==> config.mk <==
export PLATFORM = sky130hd
export DESIGN_NAME = adcsp_serial_port
export DESIGN_NICKNAME = d
export VERILOG_FILES = /design/src/adcsp_pkg.sv /design/src/adcsp_serial_port.sv
export SDC_FILE = /design/constraint.sdc
export NUM_CORES = 1
export LEC_CHECK = 0
export ABC_AREA = 1
export BUFFER_PORTS_ARGS = -buffer_cell sky130_fd_sc_hd__clkbuf_2
export CORE_UTILIZATION = 57
export CTS_CLUSTER_DIAMETER = 120
export DETAILED_ROUTE_END_ITERATION = 6
export GPL_ROUTABILITY_DRIVEN = 0
export GPL_TIMING_DRIVEN = 0
export PLACE_DENSITY = 0.88
export SETUP_SLACK_MARGIN = 0.3
export SLEW_MARGIN = 10
export SYNTH_ARGS = -nofsm -noshare
export SYNTH_HDL_FRONTEND = slang
export SYNTH_SLANG_ARGS = --single-unit
==> constraint.sdc <==
create_clock -name clk_in -period 3.52 [get_ports clk_in]
set_input_delay 0.352 -clock clk_in [delete_from_list [all_inputs] [get_ports clk_in]]
set_output_delay 0.352 -clock clk_in [all_outputs]
set_load 0.02 [all_outputs]
==> src/adcsp_pkg.sv <==
// Constants shared by the converter serial port
package adcsp_pkg;
    // Serial frame layout
    localparam int unsigned BYTE_BITS      = 8;
    localparam int unsigned CMD_DECODE_BIT = 7;     // Command acted on at this falling edge
    localparam int unsigned RESULT_BITS    = 16;
    // Result codes
    localparam logic [15:0] CODE_POS_FULL  = 16'h7fff;
    localparam logic [15:0] CODE_NEG_FULL  = 16'h8000;
    // Timing, in master clock periods
    localparam int unsigned READY_PULSE_PERIODS   = 24;
    localparam int unsigned TIMEOUT_PERIODS       = 32768;  // 2^15 periods
    localparam int unsigned CLK_PER_PERIOD        = 1;      // One master clock per period
    localparam int unsigned READY_PULSE_CYCLES    = READY_PULSE_PERIODS * CLK_PER_PERIOD;
    localparam int unsigned TIMEOUT_CYCLES        = TIMEOUT_PERIODS * CLK_PER_PERIOD;
    // Reset values
    localparam logic        READY_N_RESET  = 1'b1;
    localparam logic [15:0] TX_RESET       = 16'h0000;
    localparam logic [2:0]  BIT_CNT_RESET  = 3'h0;
endpackage

==> src/adcsp_serial_port.sv <==
// Serial target port with result-ready signalling and inactivity timeout
`timescale 1ns/1ps

// What this block does
// - Mode 1 only: idle-low clock, second-edge sampling
// - Chip select high: reset port, ignore, tristate
// - Results captured regardless of chip select
// - Ready pin ignores chip select
// - Sample falling edges, shift out rising
// - Shared output falls with ready pin
// - Ready pin high from reset
// - First serial rising edge raises ready
// - Unread result: 24-cycle high pulse first
// - New result overwrites unread one
// - Port resets without byte in 2^15
// - Timeout only while enable bit set
// - Results are 16-bit two's complement
// - Results saturate at 7fff and 8000
// - Zero gives 0000, steps give 0001/ffff
// - Works with chip select tied low
// - Command byte decoded at seventh falling edge
// - No new result accepted during register access; a pending one still loads
module adcsp_serial_port
    import adcsp_pkg::*;
#(
    parameter int unsigned RAW_W       = 24,
    parameter int unsigned TIMEOUT_CNT = TIMEOUT_CYCLES
) (
    // Clock and reset
    input  wire logic             clk_in,
    input  wire logic             rst_in,
    // Serial pins from the host
    input  wire logic             cs_n_in,
    input  wire logic             sclk_in,
    input  wire logic             din_in,
    // Shared data and ready pin
    output logic                  shared_data_out_ready_pin_out,
    output logic                  shared_data_out_ready_pin_oe_out,
    // Dedicated ready pin, active low
    output logic                  result_ready_pin_n_out,
    // Conversion engine side
    input  wire logic [RAW_W-1:0] conv_result_in,
    input  wire logic             conv_done_in,
    input  wire logic             timeout_en_in,
    // Command decoder side
    input  wire logic             reg_busy_in,
    input  wire logic             reg_load_in,
    input  wire logic [7:0]       reg_data_in,
    output logic                  cmd_strobe_out,
    output logic [6:0]            cmd_bits_out,
    output logic                  byte_strobe_out,
    output logic [7:0]            byte_out
);

    ////////////////////////////////////////////////////////////////////////////////
    // Helpers

    localparam logic [4:0]  PULSE_LAST = 5'(READY_PULSE_CYCLES - 1);
    localparam int unsigned TO_W       = $clog2(TIMEOUT_CNT + 1);
    localparam logic [TO_W-1:0] TO_LAST = TO_W'(TIMEOUT_CNT - 1);
    localparam logic [2:0]  CMD_CNT    = 3'(CMD_DECODE_BIT - 1);
    localparam logic [2:0]  BYTE_LAST  = 3'(BYTE_BITS - 1);

    // Saturate a wide signed result into the 16-bit output code
    function automatic logic [15:0] adcsp_sat(input logic [RAW_W-1:0] raw);
        logic signed [RAW_W-1:0] s;
        s = signed'(raw);
        if (s > signed'(RAW_W'(CODE_POS_FULL))) begin
            adcsp_sat = CODE_POS_FULL;
        end else if (s < -signed'(RAW_W'(CODE_POS_FULL)) - 1) begin
            adcsp_sat = CODE_NEG_FULL;
        end else begin
            adcsp_sat = raw[15:0];
        end
    endfunction

    ////////////////////////////////////////////////////////////////////////////////
    // Pin synchronisers and edge detection

    logic [1:0] sclk_sync_ff;
    logic [1:0] cs_sync_ff;
    logic [1:0] din_sync_ff;
    logic       sclk_prev_ff;

    // Two flops per pin before any logic
    always_ff @(posedge clk_in or posedge rst_in) begin
        if (rst_in) begin
            sclk_sync_ff <= 2'h0;
            cs_sync_ff   <= 2'h3;
            din_sync_ff  <= 2'h0;
            sclk_prev_ff <= 1'b0;
        end else begin
            sclk_sync_ff <= {sclk_sync_ff[0], sclk_in};
            cs_sync_ff   <= {cs_sync_ff[0], cs_n_in};
            din_sync_ff  <= {din_sync_ff[0], din_in};
            sclk_prev_ff <= sclk_sync_ff[1];
        end
    end

    logic cs_act;
    logic sclk_rise;
    logic sclk_fall;
    logic din_s;
    logic to_hit;

    assign cs_act    = !cs_sync_ff[1];
    assign sclk_rise = cs_act && sclk_sync_ff[1] && !sclk_prev_ff;
    assign sclk_fall = cs_act && !sclk_sync_ff[1] && sclk_prev_ff;
    assign din_s     = din_sync_ff[1];

    ////////////////////////////////////////////////////////////////////////////////
    // Receive path

    logic [2:0] bit_cnt_ff;
    logic [6:0] rx_sr_ff;

    always_ff @(posedge clk_in or posedge rst_in) begin
        if (rst_in) begin
            bit_cnt_ff      <= BIT_CNT_RESET;
            rx_sr_ff        <= 7'h00;
            cmd_strobe_out  <= 1'b0;
            cmd_bits_out    <= 7'h00;
            byte_strobe_out <= 1'b0;
            byte_out        <= 8'h00;
        end else begin
            cmd_strobe_out  <= 1'b0;
            byte_strobe_out <= 1'b0;
            if (!cs_act || to_hit) begin
                bit_cnt_ff <= BIT_CNT_RESET;
            end else if (sclk_fall) begin
                rx_sr_ff   <= {rx_sr_ff[5:0], din_s};
                bit_cnt_ff <= bit_cnt_ff + 3'h1;
                if (bit_cnt_ff == CMD_CNT) begin
                    cmd_strobe_out <= 1'b1;
                    cmd_bits_out   <= {rx_sr_ff[5:0], din_s};
                end
                if (bit_cnt_ff == BYTE_LAST) begin
                    byte_strobe_out <= 1'b1;
                    byte_out        <= {rx_sr_ff, din_s};
                end
            end
        end
    end

    ////////////////////////////////////////////////////////////////////////////////
    // Inactivity timeout

    logic [TO_W-1:0] to_cnt_ff;
    logic            byte_done;

    assign byte_done = sclk_fall && (bit_cnt_ff == BYTE_LAST);
    assign to_hit    = timeout_en_in && (to_cnt_ff == TO_LAST);

    always_ff @(posedge clk_in or posedge rst_in) begin
        if (rst_in) begin
            to_cnt_ff <= '0;
        end else if (!timeout_en_in || !cs_act || byte_done || to_hit) begin
            to_cnt_ff <= '0;
        end else begin
            to_cnt_ff <= to_cnt_ff + TO_W'(1);
        end
    end

    ////////////////////////////////////////////////////////////////////////////////
    // Result capture and ready pulse

    logic [15:0] res_ff;
    logic        pend_ff;
    logic [4:0]  pulse_cnt_ff;
    logic        accept;
    logic        load_now;
    logic [15:0] load_val;

    assign accept   = conv_done_in && !reg_busy_in;
    assign load_now = (accept && result_ready_pin_n_out && !pend_ff)
                   || (pend_ff && pulse_cnt_ff == PULSE_LAST);
    assign load_val = (pend_ff && !accept) ? res_ff : adcsp_sat(conv_result_in);

    always_ff @(posedge clk_in or posedge rst_in) begin
        if (rst_in) begin
            res_ff <= TX_RESET;
        end else if (accept) begin
            res_ff <= adcsp_sat(conv_result_in);
        end
    end

    always_ff @(posedge clk_in or posedge rst_in) begin
        if (rst_in) begin
            pend_ff      <= 1'b0;
            pulse_cnt_ff <= 5'h00;
        end else if (load_now) begin
            pend_ff      <= 1'b0;
            pulse_cnt_ff <= 5'h00;
        end else if (pend_ff) begin
            pulse_cnt_ff <= pulse_cnt_ff + 5'h01;
        end else if (accept && !result_ready_pin_n_out) begin
            pend_ff      <= 1'b1;
            pulse_cnt_ff <= 5'h00;
        end
    end

    always_ff @(posedge clk_in or posedge rst_in) begin
        if (rst_in) begin
            result_ready_pin_n_out <= READY_N_RESET;
        end else if (load_now) begin
            result_ready_pin_n_out <= 1'b0;
        end else if (sclk_rise || (accept && !pend_ff)) begin
            result_ready_pin_n_out <= 1'b1;
        end
    end

    ////////////////////////////////////////////////////////////////////////////////
    // Transmit path

    logic [15:0] tx_sr_ff;
    logic        tx_act_ff;

    // works with chip select tied low
    always_ff @(posedge clk_in or posedge rst_in) begin
        if (rst_in) begin
            tx_sr_ff                      <= TX_RESET;
            tx_act_ff                     <= 1'b0;
            shared_data_out_ready_pin_out <= READY_N_RESET;
        end else if (load_now) begin
            tx_sr_ff                      <= load_val;
            tx_act_ff                     <= 1'b0;
            shared_data_out_ready_pin_out <= 1'b0;
        end else if (reg_load_in) begin
            tx_sr_ff <= {reg_data_in, 8'h00};
        end else if (!cs_act || to_hit) begin
            tx_act_ff                     <= 1'b0;
            shared_data_out_ready_pin_out <= result_ready_pin_n_out;
        end else if (sclk_rise) begin
            tx_act_ff                     <= 1'b1;
            tx_sr_ff                      <= {tx_sr_ff[14:0], 1'b0};
            shared_data_out_ready_pin_out <= tx_sr_ff[15];
        end else if (!tx_act_ff) begin
            shared_data_out_ready_pin_out <= result_ready_pin_n_out;
        end
    end

    always_ff @(posedge clk_in or posedge rst_in) begin
        if (rst_in) begin
            shared_data_out_ready_pin_oe_out <= 1'b0;
        end else begin
            shared_data_out_ready_pin_oe_out <= cs_act;
        end
    end

    ////////////////////////////////////////////////////////////////////////////////
    // Checks

    logic seen_load_ff;

    // Notes whether any result has been presented
    always_ff @(posedge clk_in or posedge rst_in) begin
        if (rst_in) begin
            seen_load_ff <= 1'b0;
        end else if (load_now) begin
            seen_load_ff <= 1'b1;
        end
    end
endmodule

==> impl_metrics.json <==
{
  "syn_nets": 581,
  "synth.ff_latch_count": 92,
  "tritoncts": "yes",
  "synth_area_leader_cell": "sky130_fd_sc_hd__dfrtp_1",
  "synth_cells": 535,
  "yosysSeqAreaShare_pct": 51.8,
  "top_area_cell_type_share_of_the_netlist_area_pct": 49.5,
  "placed_cell_count": 695,
  "syn_area_per_cell_um2": 8.32,
  "floorplan.core_area_mm2": 0.00741,
  "initial_utilization_pct": 60.1,
  "netlist_area_mm2": 0.00445,
  "finalMaxSlewViolations": 0,
  "worstHoldPathType": "in2async",
  "max_clock_freq_mhz": 553,
  "buffers_inserted_during_post_cts_setup_optimization": 0,
  "final.fill_count": 582,
  "grt_overflow_total": 0,
  "timing.final.crit_period_ns": 1.81,
  "route.detailed.drc": 0,
  "path_clk_slew_ns": 0.09,
  "n_antenna_cell": 0,
  "ir_worst_vdd_mv": 0.264,
  "place_area_mm2": 0.00491,
  "synth.distinct_cells": 34,
  "global_route_wire_length_before_repair_um": 16800,
  "cts_resized": 0,
  "synth_most_common_cell": "sky130_fd_sc_hd__nand2_1",
  "clock_sink_count": 92,
  "drive_above_1_share_pct": 20.4,
  "crit_path_start_kind": "register",
  "final-instance-count-excl-fill": 711,
  "critical_path_peak_fanout": 10,
  "floorplan.die.width_um": 90.4,
  "largest_net_degree_at_the_start_of_global_routing": 61,
  "setup.worst_path.end": "byte_out[0]$_DFFE_PP0P_",
  "die_span_in_y_um": 90.4,
  "reg2reg_slack_ns": 1.71,
  "cts_buffer_depth": 2,
  "global_route.usage.total_pct": 25.7,
  "hpwl_um": 6980,
  "power_density_mw_per_mm2": 553,
  "pin_count": 61,
  "crit_start": "to_cnt_ff[0]$_DFF_PP0_",
  "flip_flop_cell_with_the_highest_count_after_synthesis": "sky130_fd_sc_hd__dfrtp_1",
  "first_global_vias": 3706,
  "die-area_mm2": 0.00817,
  "postLayoutCoreUtil_pct": 68.8,
  "viasPerCell": 5.40,
  "clk_latency_ns": 0.37,
  "dp_worst_setup_slack_ns": 1.72,
  "finalSetupTns_ns": 0,
  "synthArstFlopShare_pct": 100,
  "antenna_left": 0,
  "cts-htree-levels": 3,
  "vias": 3839,
  "grt_use_met1_pct": 34.8,
  "flow.area_growth_from_synthesis_pct": 14.5,
  "cts_hold_buffers": 0,
  "setup_repair_after_global_routing_missed_its_margin": "false",
  "rows": 31,
  "maxSlewHeadroom_pct": 64.3,
  "numCtsBuffers": 9,
  "hold_violations": 32,
  "nets": 653,
  "hold-worst-slack_ns": -0.00822,
  "gr_peak_layer": "met2",
  "drtPass1Iterations": 5,
  "yosys_warnings": 0,
  "multi_input_comb_area_mm2": 0.00185,
  "layout_worst_path_cycle_share_pct": 51.4,
  "reg2reg_to": "byte_out[0]$_DFFE_PP0P_",
  "outcome": "finished, violations left",
  "synth.top_cells.by_count": "sky130_fd_sc_hd__nand2_1, sky130_fd_sc_hd__dfrtp_1, sky130_fd_sc_hd__nor2_1",
  "clock_tree.root_cell": "sky130_fd_sc_hd__clkbuf_8",
  "ys_top_cells_by_area": "sky130_fd_sc_hd__dfrtp_1, sky130_fd_sc_hd__nand2_1, sky130_fd_sc_hd__nor2_1",
  "fin_skew_ns": 0.00827,
  "antenna_found_initial": 0,
  "cap_violations": 0,
  "r2r-start": "to_cnt_ff[0]$_DFF_PP0_",
  "timing_worst_setup_path_type": "reg2reg",
  "stdcell_area_mm2": 0.00510,
  "port_buffers": 60,
  "failed_checks": "negative hold slack",
  "final-seq-area_mm2": 0.00231,
  "final_critical_path_setup_slack_ns": 1.71,
  "timing.critical_path.required_ns": 3.76,
  "least_margin_pin_slew_ns": 0.536,
  "setup.worst_path.end_class": "register",
  "route.final.wire_length_um": 9880,
  "leakagePower_nw": 2.57,
  "post_drt_wl_per_cell_um": 13.9,
  "synth_edf_count": 0,
  "setup_viol": 0,
  "crit_arrival_ns": 2.05,
  "ff2ff_path_depth": 7,
  "detail_route.iter0.violations": 217,
  "gr-usage-met3_pct": 3.70,
  "use_met2_pct": 41.3
}
-- worst min path at each step --
| stage | start | endpoint | slack [ns] | cells after the start |
|---|---|---|---|---|
| floorplan | din_sync_ff[0]$_DFF_PP0_ | din_sync_ff[1]$_DFF_PP0_ | 0.33 | 0 |
| global placement | din_sync_ff[0]$_DFF_PP0_ | din_sync_ff[1]$_DFF_PP0_ | 0.33 | 0 |
| detailed placement | din_sync_ff[0]$_DFF_PP0_ | din_sync_ff[1]$_DFF_PP0_ | 0.34 | 0 |
| CTS | rst_in | to_cnt_ff[4]$_DFF_PP0_ | 0.004 | 2 |
| global route | rst_in | to_cnt_ff[5]$_DFF_PP0_ | 0.04 | 2 |
| finish | rst_in | to_cnt_ff[4]$_DFF_PP0_ | -0.008 | 2 |
-- cells by family (layout without fill, tap and decap cells) --
kind of cell / count (synthesis) / in the layout / synth area share [%]
flip-flops: 92 / 92 / 51.8
multiplexers: 8 / 8 / 2.02
adder cells (fa/ha/maj): 5 / 5 / 1.40
XOR/XNOR: 5 / 5 / 0.984
AND/OR/NAND/NOR: 302 / 302 / 29.2
buffers and inverters: 59 / 136 / 6.72
AO/OA/AOI/OAI: 64 / 64 / 7.90
-- metrics by stage --
step                      total power, W  hold WS, ns
after floorplan                  0.00190        0.331
after global placement           0.00206        0.334
after detailed placement         0.00210        0.339
after CTS                        0.00281      0.00387
after global routing             0.00299       0.0413
final                            0.00282     -0.00822
-- flip-flops by register name, summed over array words and instances (netlist names) --
signal	flops
pulse_cnt_ff	5
sclk_sync_ff	2
result_ready_pin_n_out	1
to_cnt_ff	16
byte_strobe_out	1
sclk_prev_ff	1
shared_data_out_ready_pin_oe_out	1
res_ff	16
rx_sr_ff	7
tx_act_ff	1
din_sync_ff	2
bit_cnt_ff	3
cmd_bits_out	7
pend_ff	1
byte_out	8
shared_data_out_ready_pin_out	1
tx_sr_ff	16
cmd_strobe_out	1
cs_sync_ff	2
-- critical path, cell delays in order (launching register included) --
cell                      delay (ns)
sky130_fd_sc_hd__dfrtp_1        0.38
sky130_fd_sc_hd__ha_1           0.20
sky130_fd_sc_hd__nand3_1        0.16
sky130_fd_sc_hd__nor2_4         0.21
sky130_fd_sc_hd__nand3_4        0.15
sky130_fd_sc_hd__nand2_1        0.29
sky130_fd_sc_hd__buf_6          0.19
sky130_fd_sc_hd__o21ai_0        0.09
-- cell type report --
class                           count  share of cell area (%)
Inverter                           38                    2.85
Clock inverter                      5                    1.20
Tap cell                           99                    2.43
Timing Repair Buffer               61                    6.43
Sequential cell                    92                    45.2
Buffer                             21                    3.07
Clock buffer                       11                    2.58
Multi-Input combinational cell    384                    36.2
-- routing by layer --
metal / wire length [um] / part of all wire [%]
met5: 0 / 0
met4: 189 / 1.9
met3: 486 / 4.9
met2: 4840 / 49
met1: 4370 / 44
-- report_power, final --
| group | switching, W | leakage (nW) | internal, W |
|---|---|---|---|
| sequential | 0.000107 | 1.17 | 0.00123 |
| clock | 0.000383 | 0.0979 | 0.000333 |
| combinational | 0.000480 | 1.30 | 0.000283 |
| total | 0.000970 | 2.57 | 0.00185 |
-- cell usage in the layout (no fill, tap or decap), drive strengths merged, types with 6 or more instances in the layout --
| cell type | netlist | layout |
|---|---|---|
| a21oi | 6 | 6 |
| buf | 19 | 20 |
| mux2 | 8 | 8 |
| nor2 | 78 | 78 |
| inv | 38 | 39 |
| nor3 | 7 | 7 |
| a31oi | 15 | 15 |
| dfrtp | 88 | 88 |
| o21ai | 39 | 39 |
| nand3 | 50 | 50 |
| nand2 | 161 | 161 |
| clkbuf | 2 | 73 |
No activity file was read; power rests on OpenSTA's default activity.
